===== config.mk =====
export PLATFORM = sky130hd
export DESIGN_NAME = hdb_doorbell_regs
export DESIGN_NICKNAME = d
export VERILOG_FILES = /design/src/rtl/hdb_pkg.sv /design/src/rtl/hdb_doorbell_regs.sv
export VERILOG_INCLUDE_DIRS = /design/src /design/src/rtl
export SDC_FILE = /design/constraint.sdc
export NUM_CORES = 1
export LEC_CHECK = 0
export BUFFER_PORTS_ARGS = -buffer_cell sky130_fd_sc_hd__buf_2
export CAP_MARGIN = 0
export CORE_UTILIZATION = 53
export DETAILED_ROUTE_END_ITERATION = 8
export PLACE_DENSITY = 0.86
export SLEW_MARGIN = 20
export SYNTH_ARGS = -nofsm -noshare
export SYNTH_HDL_FRONTEND = slang
export SYNTH_SLANG_ARGS = --single-unit

===== constraint.sdc =====
create_clock -name clk_in -period 3.65 [get_ports clk_in]
set_clock_uncertainty 0.15 [all_clocks]
set_input_delay 0.365 -clock clk_in [delete_from_list [all_inputs] [get_ports clk_in]]
set_output_delay 0.365 -clock clk_in [all_outputs]
set_load 0.05 [all_outputs]

===== src/rtl/hdb_map.svh =====
// register offsets, field positions and reset values for the doorbell block
// assumes byte addresses on both register ports, one 32-bit word per register
`ifndef HDB_MAP_SVH
`define HDB_MAP_SVH

// host-side (pci) offsets
`define HDB_PCI_COMPLETION_OFS 8'h4C
`define HDB_PCI_REFUSE_OFS 8'h50
`define HDB_PCI_DOORBELL_OFS 8'h60

// local-side alias offsets
`define HDB_LOC_COMPLETION_OFS 8'hCC
`define HDB_LOC_REFUSE_OFS 8'hD0
`define HDB_LOC_DOORBELL_OFS 8'hE0

// completion register fields
`define HDB_CMP_DONE_BIT 31
`define HDB_CMP_FAIL_BIT 30
`define HDB_CMP_ERR_LSB 0

// doorbell bits
`define HDB_DB_NEW_TCB_BIT 0
`define HDB_DB_CMD_LOADED_BIT 1
`define HDB_DB_SLAVE_OP_BIT 2
`define HDB_DB_HEARTBEAT_BIT 3
`define HDB_DB_REFUSE_BIT 4
`define HDB_DB_USED_W 5

// heartbeat reply bit in the host-facing interrupt doorbell
`define HDB_HOST_DB_HB_REPLY_BIT 6

// reset values
`define HDB_COMPLETION_RST 32'h0000_0000
`define HDB_DOORBELL_RST 5'h00
`define HDB_REFUSE_RST 1'b0
`define HDB_RDATA_RST 32'h0000_0000
`define HDB_ZERO_WORD 32'h0000_0000
`define HDB_REFUSE_ON_WORD 32'h0000_0001

`endif


===== src/rtl/hdb_pkg.sv =====
// types shared by the doorbell block and its surroundings
// assumes the constants live in hdb_map.svh
package hdb_pkg;

    // one register-port request, valid for one clock
    typedef struct packed {
        logic wr;
        logic rd;
        logic [7:0] addr;
        logic [31:0] wdata;
    } hdb_bus_req_s;

    // completion report from the command engine
    typedef struct packed {
        logic done;
        logic fail;
        logic [7:0] err_code;
    } hdb_completion_s;

endpackage : hdb_pkg


===== src/rtl/hdb_doorbell_regs.sv =====
// host/adapter signalling registers: completion word, refuse status, doorbell
// assumes both register ports and the engine inputs run on clk_in
// How it works
// - completion of an immediate command raises no host interrupt
// - on completion the device sets completion bit 31
// - on completion bit 30 shows failure, zero on success
// - error code goes in bits 7..0; meaningful only while bit 30 set
// - refuse status reads one while the refuse flag is active, else zero
// - writes to refuse status never change the flag
// - host write one to doorbell bit 0 sets it and interrupts adapter
// - host setting doorbell bit 1 interrupts adapter: command loaded
// - local write one clears a doorbell bit; zero leaves it
// - heartbeat request on bit 3 is answered by the heartbeat reply bit
// - each host write of one to bit 4 toggles the refuse flag
// - while refusing, no new transactions start toward the host
// - heartbeat reply is host doorbell bit 6 and interrupts the host
`include "hdb_map.svh"
`timescale 1ns/1ps
`default_nettype none

module hdb_doorbell_regs #(
    parameter int ERR_W = 8
) (
    // clock, reset, enable
    input wire logic clk_in,
    input wire logic rst_in,
    input wire logic ce_in,
    // host (pci) register port
    input wire hdb_pkg::hdb_bus_req_s pci_req_in,
    output logic [31:0] pci_rdata_out,
    // local-bus register port
    input wire hdb_pkg::hdb_bus_req_s loc_req_in,
    output logic [31:0] loc_rdata_out,
    // command engine completion report
    input wire hdb_pkg::hdb_completion_s completion_in,
    // adapter-side interrupt and doorbell view
    output logic adapter_irq_out,
    output logic [`HDB_DB_USED_W-1:0] doorbell_out,
    // heartbeat reply toward the host-facing doorbell
    output logic [31:0] host_db_set_out,
    // refuse gating of adapter-to-host transactions
    output logic refuse_out,
    input wire logic host_txn_req_in,
    output logic host_txn_req_out
);

    // the error field must fit below the failure bit and inside the engine's
    // report; a wider field would pick up bits that the engine never drives
    if (ERR_W < 1 || ERR_W > `HDB_CMP_FAIL_BIT ||
        ERR_W > $bits(hdb_pkg::hdb_completion_s) - 2) begin : g_bad_err_w
        $error("hdb_doorbell_regs: ERR_W out of range");
    end

    // register state
    // the doorbell keeps bits 4..0 only; the unused upper bits read as zero
    logic [31:0] completion_q;
    logic [31:0] completion_d;
    logic [`HDB_DB_USED_W-1:0] doorbell_q;
    logic [`HDB_DB_USED_W-1:0] doorbell_d;
    logic refuse_q;
    logic refuse_d;
    logic [31:0] host_db_set_q;
    logic [31:0] host_db_set_d;
    logic [31:0] pci_rdata_q;
    logic [31:0] loc_rdata_q;

    // address match helper, used on both ports
    // exact byte compare: no partial decode, so nothing aliases
    function automatic logic hit(input hdb_pkg::hdb_bus_req_s req, input logic [7:0] ofs);
        hit = (req.addr == ofs);
    endfunction : hit

    // read mux shared by both ports; unmapped offsets read zero
    // the three hits never coincide, so the order of the ifs is moot
    function automatic logic [31:0] rd_mux(input logic c, input logic r, input logic d,
                                           input logic [31:0] cv, input logic rv,
                                           input logic [`HDB_DB_USED_W-1:0] dv);
        logic [31:0] v;
        v = `HDB_ZERO_WORD;
        if (c) begin
            v = cv;
        end
        if (r) begin
            v = rv ? `HDB_REFUSE_ON_WORD : `HDB_ZERO_WORD;
        end
        if (d) begin
            v = {{(32 - `HDB_DB_USED_W){1'b0}}, dv};
        end
        rd_mux = v;
    endfunction : rd_mux

    // address decode on both ports
    wire pci_cmp_hit = hit(pci_req_in, `HDB_PCI_COMPLETION_OFS);
    wire pci_ref_hit = hit(pci_req_in, `HDB_PCI_REFUSE_OFS);
    wire pci_db_hit = hit(pci_req_in, `HDB_PCI_DOORBELL_OFS);
    wire loc_cmp_hit = hit(loc_req_in, `HDB_LOC_COMPLETION_OFS);
    wire loc_ref_hit = hit(loc_req_in, `HDB_LOC_REFUSE_OFS);
    wire loc_db_hit = hit(loc_req_in, `HDB_LOC_DOORBELL_OFS);

    // write strobes; a refuse-status write is decoded but has no effect
    // ce_in is applied at the registers, which keeps these strobes plain
    wire pci_cmp_wr = pci_req_in.wr && pci_cmp_hit;
    wire pci_db_wr = pci_req_in.wr && pci_db_hit;
    wire loc_cmp_wr = loc_req_in.wr && loc_cmp_hit;
    wire loc_db_wr = loc_req_in.wr && loc_db_hit;

    // doorbell set (host) and clear (local) masks
    // host write one sets
    wire [`HDB_DB_USED_W-1:0] db_set = pci_db_wr ? pci_req_in.wdata[`HDB_DB_USED_W-1:0]
                                                 : `HDB_DOORBELL_RST;
    wire [`HDB_DB_USED_W-1:0] db_clr = loc_db_wr ? loc_req_in.wdata[`HDB_DB_USED_W-1:0]
                                                 : `HDB_DOORBELL_RST;

    wire refuse_toggle = db_set[`HDB_DB_REFUSE_BIT];
    wire hb_request = db_set[`HDB_DB_HEARTBEAT_BIT];

    // the new completion word the engine reports
    // bits 29..8 come back zero so stale host bits never pose as status
    // error code in low bits
    wire [31:0] cmp_report = {1'b1, completion_in.fail,
                              {(30 - ERR_W){1'b0}},
                              completion_in.err_code[ERR_W-1:0]};

    // completion next value: local write over host write, engine report over both
    // so that a host clear racing the completion cannot lose the done bit
    always_comb begin
        completion_d = completion_q;
        if (pci_cmp_wr) begin
            completion_d = pci_req_in.wdata;
        end
        // firmware beats the host when both write in one cycle
        if (loc_cmp_wr) begin
            completion_d = loc_req_in.wdata;
        end
        if (completion_in.done) begin
            completion_d = cmp_report;
        end
    end

    // doorbell: a host set in the same cycle as a local clear wins
    // bit 4 rides in the same mask but never reaches the adapter interrupt
    // set wins over clear
    assign doorbell_d = (doorbell_q & ~db_clr) | db_set;

    // refuse flag moves only on the doorbell refuse bit
    // it flips on the edge that takes the host write; firmware clears bit 4
    // later, and the status word is only worth reading after that
    // status writes ignored
    assign refuse_d = refuse_toggle ? ~refuse_q : refuse_q;

    // heartbeat reply is a one-cycle set mask toward the host doorbell
    // a pulse, not a level: the host-facing register keeps the bit itself
    // reply on bit six
    assign host_db_set_d = hb_request ? (32'h0000_0001 << `HDB_HOST_DB_HB_REPLY_BIT)
                                      : `HDB_ZERO_WORD;

    // state update; everything holds while ce_in is low
    // reset ignores ce_in so a frozen block still leaves reset clean
    // reset to zero
    always_ff @(posedge clk_in) begin
        if (rst_in) begin
            completion_q <= `HDB_COMPLETION_RST;
            doorbell_q <= `HDB_DOORBELL_RST;
            refuse_q <= `HDB_REFUSE_RST;
            host_db_set_q <= `HDB_ZERO_WORD;
        end else if (ce_in) begin
            completion_q <= completion_d;
            doorbell_q <= doorbell_d;
            refuse_q <= refuse_d;
            host_db_set_q <= host_db_set_d;
        end
    end

    // read words of both ports, chosen outside the clocked block
    // a read and a write in one cycle return the word as it stood before
    wire [31:0] pci_rd_word = rd_mux(pci_cmp_hit, pci_ref_hit, pci_db_hit,
                                     completion_q, refuse_q, doorbell_q);
    wire [31:0] loc_rd_word = rd_mux(loc_cmp_hit, loc_ref_hit, loc_db_hit,
                                     completion_q, refuse_q, doorbell_q);

    // read data, one cycle after the read strobe, held until the next read
    always_ff @(posedge clk_in) begin
        if (rst_in) begin
            pci_rdata_q <= `HDB_RDATA_RST;
            loc_rdata_q <= `HDB_RDATA_RST;
        end else if (ce_in) begin
            if (pci_req_in.rd) begin
                pci_rdata_q <= pci_rd_word;
            end
            if (loc_req_in.rd) begin
                loc_rdata_q <= loc_rd_word;
            end
        end
    end

    // outputs
    assign pci_rdata_out = pci_rdata_q;
    assign loc_rdata_out = loc_rdata_q;
    assign doorbell_out = doorbell_q;
    assign refuse_out = refuse_q;
    assign host_db_set_out = host_db_set_q;
    assign adapter_irq_out = |doorbell_q[`HDB_DB_HEARTBEAT_BIT:`HDB_DB_NEW_TCB_BIT];
    // the gate is combinational so a refuse holds back the very next request
    // block host transactions
    assign host_txn_req_out = host_txn_req_in && !refuse_q;
    // completion_q feeds only the read mux; the host learns of it by polling
    // no host interrupt

endmodule : hdb_doorbell_regs

`default_nettype wire


==> results summary <==
The run finished with clean final reports. In this run the cell area of the synthesized design comes to around 5000 um2. The synthesized area per cell came out at 8.27 um2. The number of instances resized during post-cts repair came out at 0.

By area the synthesized netlist is led by sky130_fd_sc_hd__dfxtp_1 (40%), sky130_fd_sc_hd__a21oi_1 (8.2%), sky130_fd_sc_hd__nand3_1 (7.5%), sky130_fd_sc_hd__nand2_1 (4.8%), sky130_fd_sc_hd__buf_4 (4.5%). The routability congestion estimate came out at approximately 0.95. The flip-flop and latch count after synthesis came out at between 100 and 150.

The later pin in the worst-skew pair is clocked with a latency of between 0.3 and 0.4 ns. The startpoint of the tightest hold check path is pci_req_in[2]. The die span in y is between 100 and 150 um. STA classifies the critical path endpoint as a flip-flop. The wire length per cell came out at between 15 and 20 um.

On the critical path, the stage with the largest delay is an instance of sky130_fd_sc_hd__inv_1. The initial utilization of the core area, before any placement, comes to 0.551. The data arrival time of the worst path came out at 2.28 ns. The number of cells on the worst reg-to-reg path is 4. In this run, CTS created clock tree buffers numbering 9.

The share of synthesized flip-flops with an asynchronous set or reset is 0. The part of the total power dissipated in the clock network is 0.325. The part of the power in combinational logic came out at 0.142. The TritonCTS sink count came out at around 100. The initial antenna violation count came out at 0. In this run the critical register-to-register path is launched from refuse_out.

On the worst path, the slowest cell contributes a delay of 0.52 ns. In the global route stage, overall resource usage came out at 0.290. The routed wire length is 15100 um. The final setup violation count is 0. The number of max-slew violations in the final report is 0. The initial DRC count came out at 471. During I/O placement, the number of pins put on the boundary was 202. The switching share of power came out at 0.301.

The worst IR drop on VDD is around 0.00019 V. Dividing the detail-routed via count by the number of cells gives 6.09. The share of final-layout standard cells stronger than drive strength 1 is 0.291. The maximum fanout count along the critical path is 30. The tightest slew margin relative to the limit is 0.396.

The share of Yosys cell area claimed by the top area cell type is 0.401. The clock period minus worst slack is roughly 2.1 ns. The sort of element at the start of the critical path is an input port. The count of H-tree levels built during CTS came out at 3. The number of filler instances in the final layout came out at ~850. The layout-stage area growth over the synthesis result is 17.9%.

The share of the Yosys chip area taken by registers is 0.401. The most used flip-flop cell after synthesis is sky130_fd_sc_hd__dfxtp_1. The horizontal extent of the die came out at ~100 um. The hold path depth is 3. The pre-antenna-repair detailed-routing pass consisted of 5 iterations.

Data on the critical path is required at its endpoint by 3.80 ns. The reported leakage power is approximately 2.4 nW. The number of global-route vias before repair came to roughly 4.7k. Based on the critical path, the design can be clocked at up to 0.469 GHz. Setup slack on the worst reg-to-reg path comes out at around 2.1 ns. The die outline area is ~10000 um2. The clock transition at the register clock pins on the worst setup and hold paths after CTS came out at 0.10 ns. The number of enable-type register cells in the synthesized netlist came out at 0. The switching power summed over all nets is about 0.65 mW.

TritonCTS built the clock tree. The final hold violation count came to 0. The worst min-delay path endpoint is doorbell_out[2].

The quantity of I/O buffers inserted on ports came out at between 150 and 200. Walking the worst path, the cells encountered are buf_2 > inv_1 > nor3_2 > buf_4 > o221ai_1 > a21oi_1. The wire length of the first global-routing pass came out at 23100 um.

Synthesis handed over a netlist of around 620 instances. The row count came out at 35. The number of buffers inserted by hold repair at cts is 0. The cell at the root of the clock tree is sky130_fd_sc_hd__clkbuf_8. The min-delay analysis places its worst path in the category in -> reg.

The remaining global-route overflow came out at 0. The number of design rule violations left after detail routing came out at 0. The share of total power in sequential cells is 0.534. The endpoint of the lowest-slack register-to-register path is loc_rdata_out[0]. The total negative slack is 0 ns. The max-cap check violation count came out at 0.

The total core area came out at around 9300 um2. The slew at the pin closest to its max-slew limit is about 0.9 ns. Entering global routing, the biggest net connects between 100 and 150 pins. The post-DP HPWL is slightly above 10000 um. The worst setup path is of the in -> reg kind. The count of yosys warnings during synthesis is 0. The count of cell types in the netlist came out at 39. The top cell type by total area after synthesis is sky130_fd_sc_hd__dfxtp_1. The number of nets with antenna violations after routing came out at 0. The routed via count is ~5.3k. The deepest clock path buffer count came out at 2. The power density over cell area is 354 nW/um2. The layout net count came out at about 840. The post-CTS setup buffer count is 0. Setup repair after global routing left no endpoint under its margin. Cell internal power was estimated by the tool at between 1 and 1.5 mW. The final cycle utilization of the critical path came out at 0.584. The total chip power is 2.14 mW. The repair_antennas step left the layout with diodes totalling 0.
## how the worst max path moves through the flow
stage | from | end | slack [ns]
6_report | loc_req_in[41] | completion_q[24] | 1.52
2_1_floorplan | pci_req_in[33] | refuse_out | 1.78
3_5_place_dp | loc_req_in[41] | completion_q[15] | 1.21
4_1_cts | loc_req_in[41] | completion_q[24] | 1.58
5_1_grt | loc_req_in[41] | completion_q[14] | 1.36
3_3_place_gp | loc_req_in[41] | completion_q[17] | 1.30
## placed cells by master, fill, tap and decap left out, drive strengths merged, types with 3 or more instances in the layout
cell type	Yosys	layout
dfxtp	103	103
a221oi	18	18
o41ai	9	9
nor2b	11	11
conb	1	31
nand2b	3	3
or4b	3	3
buf	46	179
and2	9	9
o21ai	7	7
and4	22	22
nand3	77	77
nor3	10	10
nand4b	9	9
nand2	66	66
a21oi	84	84
o31a	22	22
a211o	4	4
inv	9	12
o221ai	22	22
clkbuf	52	10
nor2	17	17
and4bb	3	3
## worst max-delay path, delay by kind of cell
kind	cells	cell delay, ns
buffers and inverters	3	1.17
and+or+nand+nor	1	0.29
AOI/OAI and AO/OA	2	0.42
## cell type report
type	instances	area, um2	share of cell area
multi-input combinational	441	2680	0.443
timing repair buffer	179	925	0.153
sequential	103	2060	0.341
clock buffer	10	138	0.0227
inverter	9	33.8	0.00558
clock inverter	6	52.6	0.00868
tap	129	161	0.0267
## metal layers
metal	wire (um)	GRT usage	part of all wire	vias to the layer above
li1	-	-	-	2463
met1	5920	0.362	0.39	2537
met2	7400	0.486	0.49	301
met3	1390	0.0592	0.092	38
met4	418	0.124	0.028	0
met5	0	0	0	-
## Yosys cell counts (all sizes together), types with 10 or more instances
| cell | count |
|---|---|
| dfxtp | 103 |
| nor2b | 11 |
| nor2 | 17 |
| buf | 46 |
| and4 | 22 |
| nor3 | 10 |
| o31a | 22 |
| clkbuf | 52 |
| nand3 | 77 |
| a221oi | 18 |
| nand2 | 66 |
| o221ai | 22 |
| a21oi | 84 |
## cell families after synthesis
logic type                synth area share
other                             0.000730
and+or+nand+nor                      0.260
DFF                                  0.401
xor gates and xnor gates           0.00171
AOI/OAI and AO/OA                    0.233
buffers and inverters                0.103
## power by group through the flow
| stage | combinational [mW] | sequential, mW | clock, mW |
|---|---|---|---|
| 2_1_floorplan | 0.215 | 1.18 | 0 |
| 3_3_place_gp | 0.293 | 1.17 | 0 |
| 3_5_place_dp | 0.298 | 1.17 | 0 |
| 4_1_cts | 0.298 | 1.14 | 0.698 |
| 5_1_grt | 0.322 | 1.15 | 0.745 |
| 6_report | 0.303 | 1.14 | 0.695 |
## flip-flops by register name (all words and copies together) (netlist names)
name	flops
loc_rdata_out	32
pci_rdata_out	32
host_db_set_out	1
doorbell_out	5
refuse_out	1
completion_q	32
## stage by stage
stage                     hold WS, ns  cells  cell area, um2  setup slack [ns]   util
final                           0.108    877            6050              1.52  0.649
after global routing           0.0968    877            6050              1.36  0.649
after CTS                      0.0929    877            6050              1.58  0.648
after detailed placement        0.291    861            5860              1.21  0.628
after global placement          0.289    861            5860              1.30  0.628
after floorplan                 0.307    651            5250              1.78      -
Note: power is estimated with default switching activity, not from simulation.
